File: config.mk
export PLATFORM = sky130hd
export DESIGN_NAME = ctc_regs
export DESIGN_NICKNAME = d
export VERILOG_FILES = /design/src/rtl/ctc_pkg.sv /design/src/rtl/ctc_regs.sv
export SDC_FILE = /design/constraint.sdc
export NUM_CORES = 1
export LEC_CHECK = 0
export ABC_AREA = 1
export BUFFER_PORTS_ARGS = -buffer_cell sky130_fd_sc_hd__buf_2
export CAP_MARGIN = 20
export CELL_PAD_IN_SITES_DETAIL_PLACEMENT = 2
export CELL_PAD_IN_SITES_GLOBAL_PLACEMENT = 2
export CORE_MARGIN = 3
export CORE_UTILIZATION = 25
export DETAILED_ROUTE_END_ITERATION = 10
export GPL_TIMING_DRIVEN = 0
export PLACE_DENSITY_LB_ADDON = 0.1
export SLEW_MARGIN = 10
export SYNTH_ARGS = -nofsm -noshare
export SYNTH_HDL_FRONTEND = slang
export SYNTH_SLANG_ARGS = --single-unit
File: constraint.sdc
create_clock -name ref_clk -period 1.15 [get_ports ref_clk]
set_input_delay 0.0575 -clock ref_clk [delete_from_list [all_inputs] [get_ports ref_clk]]
set_output_delay 0.0575 -clock ref_clk [all_outputs]
set_load 0.005 [all_outputs]
File: src/rtl/ctc_pkg.sv
// constants and carriers for the converter trim configuration bank
package ctc_pkg;
   localparam logic [7:0] CMD_OFFSET = 8'hd4;
   localparam logic [7:0] CMD_LOCKOUT = 8'hd6;
   localparam logic [7:0] CMD_PGTRK = 8'hd7;
   localparam logic [7:0] CMD_IDENT = 8'hfc;
   // writable masks per register
   localparam logic [7:0] OFFSET_MASK = 8'he0;
   localparam logic [7:0] LOCKOUT_MASK = 8'h07;
   localparam logic [7:0] PGTRK_MASK = 8'hdf;
   // reset values
   localparam logic [7:0] OFFSET_RST = 8'h80;
   localparam logic [7:0] LOCKOUT_RST = 8'h05;
   localparam logic [7:0] PGTRK_RST = 8'h8f;
   // field positions
   localparam int OFS_SEL_BIT = 7;
   localparam int OFS_TRIM_LSB = 5;
   localparam int LOCK_HI_BIT = 2;
   localparam int PG_WIN_BIT = 7;
   localparam int SPARE_BIT = 6;
   localparam int TRK_GATE_BIT = 4;
   localparam int LOCK_LSB = 0;
   localparam int TRK_TGT_LSB = 0;
   // identity, values arbitrary
   localparam logic [11:0] IDENT_CODE = 12'h5a5;
   localparam logic [3:0] REV_CODE = 4'h1;
   typedef struct packed {
      logic wr;
      logic rd;
      logic [7:0] cmd;
      logic [7:0] wdata;
   } ctc_req_s;
   typedef struct packed {
      logic offset_scheme_select;
      logic [1:0] offset_trim_code;
      logic [2:0] bias_lockout_level;
      logic power_good_window_select;
      logic spare_output;
      logic track_gate_option;
      logic [3:0] track_target_code;
   } ctc_cfg_s;
endpackage

File: src/rtl/ctc_regs.sv
// converter trim configuration register bank
`timescale 1ns/1ns
module ctc_regs (
   input wire logic ref_clk,
   input wire logic rst,
   input wire logic clk_en,
   input wire ctc_pkg::ctc_req_s req,
   input wire logic tracking_input_ok,
   input wire logic switch_request,
   output logic [15:0] rdata,
   output logic rvalid,
   output ctc_pkg::ctc_cfg_s cfg,
   output logic [2:0] trim_mv_steps,
   output logic lockout_high,
   output logic switch_enable
);
   logic [7:0] offset_reg, lockout_reg, pgtrk_reg;
   logic [7:0] offset_next, lockout_next, pgtrk_next;
   logic tok_meta_reg, tok_sync_reg;
   logic hit_ofs, hit_lock, hit_pg, hit_id;
   logic [15:0] rd_mux;
   logic gate_ok;
   logic hit_any;
   ctc_pkg::ctc_cfg_s cfg_next;
   logic [2:0] trim_next;
   logic lockout_high_next;

   // masked merge: writable bits from the host, reserved bits keep their stored zero
   function automatic logic [7:0] merge(input logic [7:0] old, input logic [7:0] wd,
                                        input logic [7:0] mask);
      merge = (wd & mask) | (old & ~mask);
   endfunction

   // field split of the setting registers, shared by reset and update
   function automatic ctc_pkg::ctc_cfg_s cfg_of(input logic [7:0] ofs, input logic [7:0] lock,
                                               input logic [7:0] pg);
      ctc_pkg::ctc_cfg_s c;
      c = '0;
      c.offset_scheme_select = ofs[ctc_pkg::OFS_SEL_BIT];
      c.offset_trim_code = ofs[ctc_pkg::OFS_TRIM_LSB +: 2];
      c.bias_lockout_level = lock[ctc_pkg::LOCK_LSB +: 3];
      c.power_good_window_select = pg[ctc_pkg::PG_WIN_BIT];
      c.spare_output = pg[ctc_pkg::SPARE_BIT];
      c.track_gate_option = pg[ctc_pkg::TRK_GATE_BIT];
      c.track_target_code = pg[ctc_pkg::TRK_TGT_LSB +: 4];
      return c;
   endfunction

   // trim in mV, forced off in automatic scheme where the manual code is unused
   function automatic logic [2:0] trim_of(input logic [7:0] ofs);
      trim_of = ofs[ctc_pkg::OFS_SEL_BIT] ? 3'h0 :
                {ofs[ctc_pkg::OFS_TRIM_LSB +: 2], 1'b0};
   endfunction

   // command decode
   assign hit_ofs = req.cmd == ctc_pkg::CMD_OFFSET;
   assign hit_lock = req.cmd == ctc_pkg::CMD_LOCKOUT;
   assign hit_pg = req.cmd == ctc_pkg::CMD_PGTRK;
   assign hit_id = req.cmd == ctc_pkg::CMD_IDENT;
   assign offset_next = (req.wr && hit_ofs) ?
      merge(offset_reg, req.wdata, ctc_pkg::OFFSET_MASK) : offset_reg;
   assign lockout_next = (req.wr && hit_lock) ?
      merge(lockout_reg, req.wdata, ctc_pkg::LOCKOUT_MASK) : lockout_reg;
   assign pgtrk_next = (req.wr && hit_pg) ?
      merge(pgtrk_reg, req.wdata, ctc_pkg::PGTRK_MASK) : pgtrk_reg;
   // identification word is read only; unmapped reads give zero
   assign rd_mux = hit_ofs ? {8'h00, offset_reg} :
                   hit_lock ? {8'h00, lockout_reg} :
                   hit_pg ? {8'h00, pgtrk_reg} :
                   hit_id ? {ctc_pkg::IDENT_CODE, ctc_pkg::REV_CODE} : 16'h0000;
   // gate ignores tracking level when option set
   assign gate_ok = pgtrk_reg[ctc_pkg::TRK_GATE_BIT] | tok_sync_reg;
   // any mapped command, used by the checks below
   assign hit_any = hit_ofs | hit_lock | hit_pg | hit_id;
   // outputs load from next values, so they never lag the stored bits
   assign cfg_next = cfg_of(offset_next, lockout_next, pgtrk_next);
   assign trim_next = trim_of(offset_next);
   assign lockout_high_next = ~lockout_next[ctc_pkg::LOCK_HI_BIT];

   // register storage, defaults at reset
   always_ff @(posedge ref_clk) begin
      if (rst) begin
         offset_reg <= ctc_pkg::OFFSET_RST;
         lockout_reg <= ctc_pkg::LOCKOUT_RST;
         pgtrk_reg <= ctc_pkg::PGTRK_RST;
      end else if (clk_en) begin
         offset_reg <= offset_next;
         lockout_reg <= lockout_next;
         pgtrk_reg <= pgtrk_next;
      end
   end

   // tracking ok comes from analog, two-stage sync
   always_ff @(posedge ref_clk) begin
      if (rst) begin
         tok_meta_reg <= 1'b0;
         tok_sync_reg <= 1'b0;
      end else if (clk_en) begin
         tok_meta_reg <= tracking_input_ok;
         tok_sync_reg <= tok_meta_reg;
      end
   end

   // registered outputs, loaded together with the registers they mirror
   always_ff @(posedge ref_clk) begin
      if (rst) begin
         rdata <= 16'h0000;
         rvalid <= 1'b0;
         cfg <= cfg_of(ctc_pkg::OFFSET_RST, ctc_pkg::LOCKOUT_RST, ctc_pkg::PGTRK_RST);
         trim_mv_steps <= trim_of(ctc_pkg::OFFSET_RST);
         lockout_high <= ~ctc_pkg::LOCKOUT_RST[ctc_pkg::LOCK_HI_BIT];
         switch_enable <= 1'b0;
      end else if (clk_en) begin
         rdata <= req.rd ? rd_mux : rdata;
         rvalid <= req.rd;
         cfg <= cfg_next;
         trim_mv_steps <= trim_next;
         lockout_high <= lockout_high_next;
         switch_enable <= switch_request & gate_ok;
      end
   end

   // spare output equals the stored bit in every cycle
   spare_follow_a: assert property (@(posedge ref_clk) disable iff (rst)
      cfg.spare_output == pgtrk_reg[ctc_pkg::SPARE_BIT])
      else $error("spare output differs from stored bit");
   // switching blocked without tracking ok when gated
   track_gate_a: assert property (@(posedge ref_clk) disable iff (rst)
      switch_enable |-> ($past(pgtrk_reg[ctc_pkg::TRK_GATE_BIT]) || $past(tok_sync_reg)))
      else $error("switching enabled without tracking ok");
   // reserved bits stay zero
   reserved_zero_a: assert property (@(posedge ref_clk) disable iff (rst)
      (offset_reg & ~ctc_pkg::OFFSET_MASK) == 8'h00 &&
      (lockout_reg & ~ctc_pkg::LOCKOUT_MASK) == 8'h00 &&
      (pgtrk_reg & ~ctc_pkg::PGTRK_MASK) == 8'h00)
      else $error("reserved bit set");
   // trim only applies in manual scheme
   trim_manual_a: assert property (@(posedge ref_clk) disable iff (rst)
      offset_reg[ctc_pkg::OFS_SEL_BIT] |-> trim_mv_steps == 3'h0)
      else $error("trim active in automatic scheme");
   // write to offset lands next cycle
   offset_write_a: assert property (@(posedge ref_clk) disable iff (rst)
      (clk_en && req.wr && hit_ofs) |=>
         offset_reg == ($past(req.wdata) & ctc_pkg::OFFSET_MASK))
      else $error("offset write lost");
   // identification read answer
   ident_read_a: assert property (@(posedge ref_clk) disable iff (rst)
      (clk_en && req.rd && hit_id) |=>
         rvalid && rdata == {ctc_pkg::IDENT_CODE, ctc_pkg::REV_CODE})
      else $error("identification word wrong");
   // lockout high threshold decode
   lockout_dec_a: assert property (@(posedge ref_clk) disable iff (rst)
      lockout_high == !lockout_reg[ctc_pkg::LOCK_HI_BIT])
      else $error("lockout decode wrong");
   // defaults and idle outputs at the first edge after reset release
   reset_val_a: assert property (@(posedge ref_clk)
      ($past(rst) && !rst) |-> offset_reg == ctc_pkg::OFFSET_RST &&
         pgtrk_reg == ctc_pkg::PGTRK_RST && lockout_reg == ctc_pkg::LOCKOUT_RST &&
         !rvalid && rdata == 16'h0000 && !switch_enable)
      else $error("reset defaults wrong");
   // write to lockout lands next cycle
   lockout_write_a: assert property (@(posedge ref_clk) disable iff (rst)
      (clk_en && req.wr && hit_lock) |=>
         lockout_reg == ($past(req.wdata) & ctc_pkg::LOCKOUT_MASK))
      else $error("lockout write lost");
   // write to power-good/tracking lands next cycle
   pgtrk_write_a: assert property (@(posedge ref_clk) disable iff (rst)
      (clk_en && req.wr && hit_pg) |=>
         pgtrk_reg == ($past(req.wdata) & ctc_pkg::PGTRK_MASK))
      else $error("power-good write lost");
   // writes to the identification word or unmapped codes change nothing
   ident_ro_a: assert property (@(posedge ref_clk) disable iff (rst)
      (clk_en && req.wr && !(hit_ofs || hit_lock || hit_pg)) |=>
         $stable(offset_reg) && $stable(lockout_reg) && $stable(pgtrk_reg))
      else $error("read-only or unmapped write changed a register");
   // low clock enable freezes settings and outputs
   freeze_hold_a: assert property (@(posedge ref_clk) disable iff (rst)
      !clk_en |=> $stable(offset_reg) && $stable(lockout_reg) && $stable(pgtrk_reg) &&
         $stable(cfg) && $stable(rvalid) && $stable(rdata))
      else $error("state moved while clock enable low");
   // unmapped read answers zero
   unmapped_read_a: assert property (@(posedge ref_clk) disable iff (rst)
      (clk_en && req.rd && !hit_any) |=> rvalid && rdata == 16'h0000)
      else $error("unmapped read not zero");
   // byte registers read with upper byte clear
   upper_zero_a: assert property (@(posedge ref_clk) disable iff (rst)
      (clk_en && req.rd && (hit_ofs || hit_lock || hit_pg)) |=> rdata[15:8] == 8'h00)
      else $error("upper read byte not zero");
   // read data holds between reads
   rdata_hold_a: assert property (@(posedge ref_clk) disable iff (rst)
      (clk_en && !req.rd) |=> !rvalid && $stable(rdata))
      else $error("read data moved without a read");
   // option set lets a request through regardless of tracking
   gate_open_a: assert property (@(posedge ref_clk) disable iff (rst)
      (clk_en && switch_request && pgtrk_reg[ctc_pkg::TRK_GATE_BIT]) |=> switch_enable)
      else $error("gate option ignored");
   // power-good window output follows its bit
   window_follow_a: assert property (@(posedge ref_clk) disable iff (rst)
      cfg.power_good_window_select == pgtrk_reg[ctc_pkg::PG_WIN_BIT])
      else $error("window select differs from stored bit");
   // manual trim value in mV
   trim_value_a: assert property (@(posedge ref_clk) disable iff (rst)
      !offset_reg[ctc_pkg::OFS_SEL_BIT] |->
         trim_mv_steps == {offset_reg[ctc_pkg::OFS_TRIM_LSB +: 2], 1'b0})
      else $error("manual trim value wrong");
   // lockout field output follows its bits
   lockout_field_a: assert property (@(posedge ref_clk) disable iff (rst)
      cfg.bias_lockout_level == lockout_reg[ctc_pkg::LOCK_LSB +: 3])
      else $error("lockout level differs from stored bits");
   // gate option output follows its bit
   gate_field_a: assert property (@(posedge ref_clk) disable iff (rst)
      cfg.track_gate_option == pgtrk_reg[ctc_pkg::TRK_GATE_BIT])
      else $error("gate option differs from stored bit");
   // second sync stage reads only the first
   sync_delay_a: assert property (@(posedge ref_clk) disable iff (rst)
      clk_en |=> tok_sync_reg == $past(tok_meta_reg))
      else $error("tracking ok synchroniser skipped a stage");
   // no request, no switching
   switch_drop_a: assert property (@(posedge ref_clk) disable iff (rst)
      (clk_en && !switch_request) |=> !switch_enable)
      else $error("switching without request");
   // offset register only moves on its own write
   offset_keep_a: assert property (@(posedge ref_clk) disable iff (rst)
      !(clk_en && req.wr && hit_ofs) |=> $stable(offset_reg))
      else $error("offset register moved without a write");
   // reads leave the settings alone
   read_no_write_a: assert property (@(posedge ref_clk) disable iff (rst)
      (clk_en && req.rd && !req.wr) |=>
         $stable(offset_reg) && $stable(lockout_reg) && $stable(pgtrk_reg))
      else $error("read changed a register");
   // tracking target output follows its bits
   target_follow_a: assert property (@(posedge ref_clk) disable iff (rst)
      cfg.track_target_code == pgtrk_reg[ctc_pkg::TRK_TGT_LSB +: 4])
      else $error("tracking target differs from stored bits");
   // scheme and trim code outputs follow their bits
   scheme_follow_a: assert property (@(posedge ref_clk) disable iff (rst)
      cfg.offset_scheme_select == offset_reg[ctc_pkg::OFS_SEL_BIT] &&
      cfg.offset_trim_code == offset_reg[ctc_pkg::OFS_TRIM_LSB +: 2])
      else $error("offset fields differ from stored bits");
endmodule

* Word-level counts from Yosys, hierarchy flattened
Cells that the tools add are included.
** Word-level totals
- Register bits :: 58
- Bits in latches :: 0
- Memory bits (writable) :: 0
- Bits in read-only memories :: 0
- Output and inout port bits :: 35
- Memories :: 0
** Cells by class
- $add $sub $neg :: 0
- Multiply operators :: 0
- Divide/modulo/power cells :: 0
- Order comparisons :: 0
- Eq/ne operators :: 4
- Shift-type cells :: 0
- Multiplexer cells :: 8
- Bitwise operators :: 6
- Reduce and logical (&&, ||, !) cells :: 7
** Operator list (number)
- 2-to-1 mux 15 bit :: 4
- equality test 8 bit (second input constant) :: 4
- 2-to-1 mux 8 bit :: 2
- OR 3 x 8 -> 8 bit :: 1
- OR 8 x 5 -> 8 bit :: 1
- OR 8 x 6 -> 8 bit :: 1
- AND reduction 2 bit :: 4
- 2-to-1 mux 3 bit :: 2
- logical AND 1 bit :: 3
- bitwise AND 1 bit :: 1
- NOT 1 bit :: 1
- OR 1 bit :: 1

* Logic depth before layout (Yosys ltp)
Gate-level depths: netlist of the first run.
- Depth after elaboration :: 5
- Depth in mapped cells :: 9
- Mapped depth without buffers :: 9

* Least setup slack after synthesis of the first run
Ideal clock, no wire load.
- Path kind :: input port to flip-flop
- Start :: input port req[12] (netlist bit)
- End :: register (tool-made name)
- Library setup time :: 0.117 ns
- Arrival time :: 0.869 ns
- Data required time :: 1.033 ns
- Slack :: 0.164 ns
- Stages on the path :: 7
- Buffers on the path :: 0
- Cells stage by stage :: nand2_2 > nor3_4 > nand2_4 > nor2_4 > nand2_1 > o21ai_1 > nand2_1
** RTL lines
- start, declared :: RTL line ctc_regs.sv:7 : input wire ctc_pkg::ctc_req_s req,

* Final worst setup path of the first run
- Start :: input port req[9] (netlist bit)
- End :: register rdata[2]
** Between the ends
- Cells in the longest elaborated chain, start to end :: 4
- Elaborated cells between the ends (all ways) :: 6
- Those cells by class :: 3 x eq/ne; 3 x mux
** Ends and longest elaborated chain
- equality test 8 bit :: RTL line ctc_regs.sv:58 : assign hit_pg = req.cmd == ctc_pkg::CMD_PGTRK;
- 2-to-1 mux 15 bit :: RTL line ctc_regs.sv:69 : hit_pg ? {8'h00, pgtrk_reg} :
- 2-to-1 mux 15 bit :: RTL line ctc_regs.sv:68 : hit_lock ? {8'h00, lockout_reg} :
- 2-to-1 mux 15 bit * :: RTL line ctc_regs.sv:67 : assign rd_mux = hit_ofs ? {8'h00, offset_reg} :
- end signal, assigned :: RTL line ctc_regs.sv:114 : rdata <= req.rd ? rd_mux : rdata;
- end, declared :: RTL line ctc_regs.sv:10 : output logic [15:0] rdata,
Every way passes the cells marked *; elsewhere a longest branch is shown, timed or not.
A chain may end at the register's enable or synchronous reset.

==> key figures, run 1 <==
Outcome
  – Status: completed

Layout
  – Largest register FFs: 9
  – Cell Count, Final, Fillers Out: around 320
  – Synth-to-Final Area Change: 34.58%
  – Final-layout fill cell count: approximately 660
  – Fin nets: 277
  – Number of diodes: 0
  – Share of layout cells above drive strength 1: 0.3307

Worst setup path
  – CP most frequent cell: nand2_1
  – Slowest-stage cell, CP: nor2_1
  – CP Max Fanout: 5
  – Worst Path Required: 1.29 ns
  – Worst-path cell chain: buf_2, inv_1, nand2_1, nor2_1, nand2_1, nand2_1, inv_2, o211ai_1, a21oi_1
  – CP top delay family: simple AND/OR/NAND/NOR gates
  – Arr. time, crit path: 1.16 ns
  – Worst path max stage delay: between 0.2 and 0.3 ns
  – Endpoint type of the worst setup path: register
  – Buf/Inv on CP: 3
  – Crit Path Class: in2reg
  – CP startpoint kind: primary input

Global routing
  – Vias in the first global route: 1492
  – Met1 usage: 0.1822
  – M2 GR Usage: 0.2562
  – Largest net degree at the start of global routing: 11
  – Total track usage: 0.1495
  – Met3 Track Usage GR: 0.03326
  – First-pass GRT wire length: 7376 um
  – Initial antenna violation count: 0
  – Total congestion overflow: 0
  – Layer with the highest usage: met2

Synthesis
  – Cell count after synthesis: 189
  – Seq/Total Area, Yosys: 0.4147
  – Yosys cell types: 28
  – Yosys top cell by area: dfxtp_1
  – Top post-synthesis cells by area: dfxtp_1, nand2_1, nor2_1
  – Synth Warn #: 0
  – Mean Syn Cell Area: between 7 and 8 um^2
  – Share of the synthesized area in the top cell type: 0.4147
  – Register bit total from synthesis: 29
  – Ys async rst share: 0
  – Commonest cells in the netlist: nand2_1, dfxtp_1, nor2_1
  – Top FF cell, synth: dfxtp_1
  – Synthesized area: 1400 um^2
  – Post-synth EDFFs: 0
  – Most frequent cell after synthesis: nand2_1

Timing
  – Pins Over Slew Limit: 0
  – Fmax: 983.2 MHz
  – Tmin final: 1.017 ns
  – Unrepaired setup endpoints after global routing: false
  – Period utilisation layout: 0.8844
  – Hold Vio Cnt, Final: 0
  – Setup Skew: ~0.004 ns
  – # setup viols final: 0

Detailed routing
  – Starting DRT DRC Count: 27
  – Drt total wl: 4542 um
  – Router iterations before antenna repair: 4
  – Vias after detailed routing: 1482
  – Routed Antenna Nets: 0
  – WL/cell: 14.02 um
  – # DRC: 0
  – Vias per cell: 4.574

CTS
  – Clock sink count: 29
  – Clock buffer depth: 2
  – Root buffer cell: clkbuf_8
  – Clk slew on worst S/H paths: 0.06 ns
  – Number of gates resized after cts: 0
  – H-tree depth: 2
  – Clk_lat worst skew: roughly 0.28 ns
  – CTS tree: done
  – Num CTS Buffers: 5

Power and ir drop
  – Pwr Density: 1118 nW/um^2
  – Leak: 0.0009629 uW
  – Largest vdd supply drop: 510.5 uV
  – PnR Total Power: 2106 uW

Floorplanning
  – Die W: between 80 and 90 um
  – Rows: 26
  – Initial Util: 0.2657
  – Top-level port count: 58
  – DIE HEIGHT: 80.84 um
  – Core area: 5270 um^2
  – Die area: 6534 um^2

Place
  – Global placer's final weighted congestion: 0.7213
  – Dpl cells: 314
  – DP HPWL: 3622 um
  – PortBufs: 51

Run
  – Max-cap violations: 0

Min path
  – Min-Delay Path Class: in2reg
-- layer usage --
metal | part of all wire | up-vias
li1 | - | 732
met1 | 0.44 | 706
met2 | 0.49 | 37
met3 | 0.053 | 7
met4 | 0.013 | 0
met5 | 0 | -
-- power by group --
group          internal, uW  total (uW)  switching [uW]
Combinational          87.7         220             132
Sequential             1020        1030            9.49
Clock                   474         854             380
Total                  1580        2110             521
-- cell type report --
class,instances,area [um^2],share of cell area
clock buffers,7,86.33,0.04582
repair buffers,54,295.3,0.1567
flip-flops and latches,29,580.6,0.3081
multi-input cells,133,673.1,0.3572
inverters,19,72.57,0.03851
plain buffers,12,88.84,0.04714
well taps,70,87.58,0.04648
-- repair_timing --
action | CTS | global route
setup buffers | 0 | 1
endpoints found under the hold margin | 2 | 0
endpoints found under the setup margin | 0 | 1
hold buffers | 2 | 0
-- cell usage in the layout (no fill, tap or decap) --
cell and n:
a21oi_2 1, nand4_4 1, clkbuf_1 3, nor3_4 1, inv_1 15, nor3_2 1
clkbuf_8 7, conb_1 5, nor2_4 1, nand2_4 2, clkinv_1 1, o21ai_1 7
nand3b_1 1, nand2_1 45, nor3_1 1, inv_2 2, buf_4 9, o211ai_2 1
nor2_1 21, o21ai_0 7, o211ai_1 8, dlygate4sd3_1 2, dfxtp_1 29, nand4_1 4
nand3_1 8, nand2_2 4, buf_2 51, nor2_2 1, buf_12 1, clkinv_2 1
a21oi_1 13
-- tightest hold or removal path: stages --
cell	delay, ns
buf_2	0.07
nor2_1	0.03
nor2_1	0.09
-- worst paths after layout --
check,from,depth (start not counted),end,slack [ns]
max,req[9],9,rdata[2]$_SDFFE_PP0P_,0.13
min,tracking_input_ok,3,tok_meta_reg$_SDFFE_PP0P_,0.02
max reg2reg,pgtrk_reg[0]$_SDFFE_PP1P_,5,rdata[0]$_SDFFE_PP0P_,0.28
min reg2reg,rdata[3]$_SDFFE_PP0P_,2,rdata[3]$_SDFFE_PP0P_,0.47
-- stage by stage --
step	hold WS, ns	instance area [um^2]	utilization	setup WS, ns	TNS [ns]
2_1_floorplan	0.1266	1415	-	0.1642	0
3_3_place_gp	0.2604	1758	0.3336	-0.1497	-2.032
3_5_place_dp	0.2680	1758	0.3336	-0.1914	-2.555
4_1_cts	0.01256	1864	0.3538	0.08716	0
5_1_grt	0.02999	1884	0.3576	0.01249	0
6_report	0.01593	1884	0.3576	0.1329	0
-- logic make-up after synthesis --
kind of cell,count (synthesis),share of synthesized area
AO/OA/AOI/OAI,37,0.1546
other,1,0.002678
flip-flops,29,0.4147
AND/OR/NAND/NOR,91,0.3128
buffers and inverters,31,0.1153
Power figures use the tool's default switching activity.
==> inputs of run 2 (changes only) <==
--- a/config.mk
+++ b/config.mk
@@ -6,7 +6,7 @@
 export NUM_CORES = 1
 export LEC_CHECK = 0
 export ABC_AREA = 1
-export BUFFER_PORTS_ARGS = -buffer_cell sky130_fd_sc_hd__buf_2
+export BUFFER_PORTS_ARGS = -buffer_cell sky130_fd_sc_hd__buf_4
 export CAP_MARGIN = 20
 export CELL_PAD_IN_SITES_DETAIL_PLACEMENT = 2
 export CELL_PAD_IN_SITES_GLOBAL_PLACEMENT = 2
==> key figures, run 2 (synthesis gave the netlist of run 1 again) <==
Worst setup path
  – CP startpoint kind: primary input
  – Worst Path Required: 1.33 ns (+0.04 ns)
  – Worst reg2reg path depth: 5 (unchanged)
  – Endpoint type of the worst setup path: register
  – Arr. time, crit path: 1.24 ns (+0.08 ns)
  – CP Max Fanout: 10 (+5)
  – Register-to-Register Setup Slack: 0.25 ns (-0.03 ns)
  – Crit Path Class: in2reg
  – FF-to-FF Start: pgtrk_reg[0]$_SDFFE_PP1P_
  – FF-to-FF End: rdata[0]$_SDFFE_PP0P_

Detailed routing
  – Vias after detailed routing: 1494 (+0.81%)
  – WL met1: 2046 um (+2.2%)
  – Vias per cell: 4.611 (+0.81%)
  – Starting DRT DRC Count: 29 (+7.4%)
  – Met2 WL post-DR: 2176 um (-2.7%)
  – Met3 WL: 234 um (-3.3%)
  – Router iterations before antenna repair: 4 (unchanged)
  – Drt total wl: 4536 um (-0.13%)
  – WL/cell: 14.00 um (-0.13%)
  – # DRC: 0 (unchanged)
  – Top routing layer used: met4
  – Routed Antenna Nets: 0 (unchanged)

Global routing
  – Initial antenna violation count: 0 (unchanged)
  – First-pass GRT wire length: 7341 um (-0.47%)
  – Total track usage: 0.1488 (-0.0007299)
  – Total congestion overflow: 0 (unchanged)
  – Vias in the first global route: 1444 (-3.2%)
  – Largest net degree at the start of global routing: 11 (unchanged)

CTS
  – Root buffer cell: clkbuf_8
  – Postcts setup bufs: 0 (unchanged)
  – Clk slew on worst S/H paths: 0.06 ns (about the same)
  – H-tree depth: 2 (unchanged)
  – CTS tree: done
  – Clock buffer depth: 2 (unchanged)
  – Num CTS Buffers: 5 (unchanged)
  – Clk_lat worst skew: 0.28 ns (about the same)
  – Clock sink count: 29 (unchanged)

Timing
  – Tmin final: 1.059 ns (+0.04179 ns)
  – Fmax: 944.4 MHz (-3.9%)
  – # setup viols final: 0 (unchanged)
  – Setup Skew: 0.002919 ns (-0.001071 ns)
  – Period utilisation layout: 0.9207 (+0.03634)
  – Unrepaired setup endpoints after global routing: false
  – Pins Over Slew Limit: 0 (unchanged)
  – Total negative slack: 0 ns (unchanged)
  – Worst Setup Slack, final: 0.09115 ns (-0.04179 ns)
  – Hold Vio Cnt, Final: 0 (unchanged)

Min path
  – Min-Delay Path Class: in2reg
  – Min-delay src: req[1]
  – Hold Crit Depth: 3 (unchanged)
  – Hold worst-path end: pgtrk_reg[1]$_SDFFE_PP1P_

Run
  – Max-cap violations: 0 (unchanged)

Layout
  – Utilization after layout: 0.3806 (+0.02303)
  – Cell Count, Final, Fillers Out: 324 (unchanged)
  – Final-layout fill cell count: 623 (-5.9%)
  – Fin nets: 277 (unchanged)
  – Commonest non-fill, non-tap cell in the layout: buf_4
  – Largest register FFs: 9 (unchanged)
  – Share of layout cells above drive strength 1: 0.3307 (unchanged)
  – Number of diodes: 0 (unchanged)
  – Most frequent cells in the layout: buf_4, nand2_1, dfxtp_1, nor2_1, inv_1
  – Synth-to-Final Area Change: 43.25%

Power and ir drop
  – Reg power frac: 0.483 (-0.007)
  – Leak: 0.0009845 uW (+2.2%)
  – NetSw: 527.2 uW (+1.2%)
  – Comb power frac: 0.115 (+0.011)
  – Pwr Density: 1066 nW/um^2 (-4.6%)
  – Switching Share: 0.2466 (-0.0008899)
  – Clock power share: 0.401 (-0.004)
  – Internal power: 1611 uW (+1.7%)
  – Largest vdd supply drop: 485.7 uV (-4.9%)

Place
  – Dpl cells: 314 (unchanged)
  – Global placer's final weighted congestion: 0.7279 (+0.92%)
  – PortBufs: 51 (unchanged)
  – Pre-CTS setup slack: -0.1920 ns (-0.0006940 ns)
  – DP HPWL: 3575 um (-1.3%)

Floorplanning
  – Die W: 80.84 um (unchanged)
  – Top-level port count: 58 (unchanged)
  – DIE HEIGHT: 80.84 um (unchanged)
  – Die area: 6534 um^2 (unchanged)
  – Core area: 5270 um^2 (unchanged)
  – Rows: 26 (unchanged)
  – Initial Util: 0.2657 (unchanged)

Outcome
  – Status: completed
[run 2: changes by cell type in the layout (fill, tap and decap cells not counted), sizes merged]
cell | previous run | this run
clkinvlp | 0 | 1
inv | 17 | 16
buf | 61 | 60
dlygate4sd3 | 2 | 3
[run 2: through the flow]
stage / cell area, um^2 / hold WS (ns) / total power, uW
after floorplan: 1415 / 0.1266 / 1168
after global placement: 1886 / 0.2603 / 1292
after detailed placement: 1886 / 0.2686 / 1296
after CTS: 2002 / 0.005964 / 2171
after global routing: 2006 / 0.03592 / 2257
final: 2006 / 0.01104 / 2138
[run 2: what timing repair did]
| item | CTS | global route |
|---|---|---|
| gates resized for setup | 0 | 1 |
| hold buffers | 3 | 0 |
| endpoints found under the setup margin | 0 | 9 |
| hold endpoints to repair | 3 | 0 |
[run 2: final cells by class]
| cell class | instances | area, um^2 | area share |
|---|---|---|---|
| sequential | 29 | 580.6 | 0.2895 |
| tap | 70 | 87.58 | 0.04367 |
| multi-input combinational | 133 | 673.1 | 0.3356 |
| clock buffer | 7 | 86.33 | 0.04304 |
| inverter | 19 | 76.32 | 0.03805 |
| buffer | 12 | 88.84 | 0.04429 |
| timing repair buffer | 54 | 412.9 | 0.2059 |
[run 2: layer usage]
metal / track usage / vias up
li1: - / 734
met1: 0.1942 / 715
met2: 0.2356 / 37
met3: 0.03437 / 8
met4: 0.06081 / 0
met5: 0 / -
[run 2: how the worst max path moves through the flow]
stage / start / endpoint / slack [ns] / cells past startpoint
4_1_cts: rst / tok_meta_reg$_SDFFE_PP0P_ / 0.04 / 6
3_5_place_dp: req[11] / rdata[0]$_SDFFE_PP0P_ / -0.19 / 8
2_1_floorplan: req[12] / register / 0.16 / 7
3_3_place_gp: req[9] / rdata[2]$_SDFFE_PP0P_ / -0.16 / 9
6_report: rst / rdata[7]$_SDFFE_PP0P_ / 0.09 / 6
5_1_grt: req[9] / rdata[2]$_SDFFE_PP0P_ / 0.003 / 9
[run 2: power by group through the flow]
| stage | Sequential (uW) | Clock [uW] | Combinational [uW] |
|---|---|---|---|
| after detailed placement | 1060 | 0 | 240 |
| after CTS | 1030 | 887 | 250 |
| after global routing | 1030 | 945 | 277 |
| after global placement | 1060 | 0 | 237 |
| after floorplan | 1060 | 0 | 113 |
| final | 1030 | 858 | 246 |
[run 2: critical path, stage by stage]
cell           delay, ns
dlygate4sd3_1       0.53
buf_4               0.14
clkinvlp_4          0.15
clkbuf_8            0.20
o211ai_1            0.10
inv_1               0.05
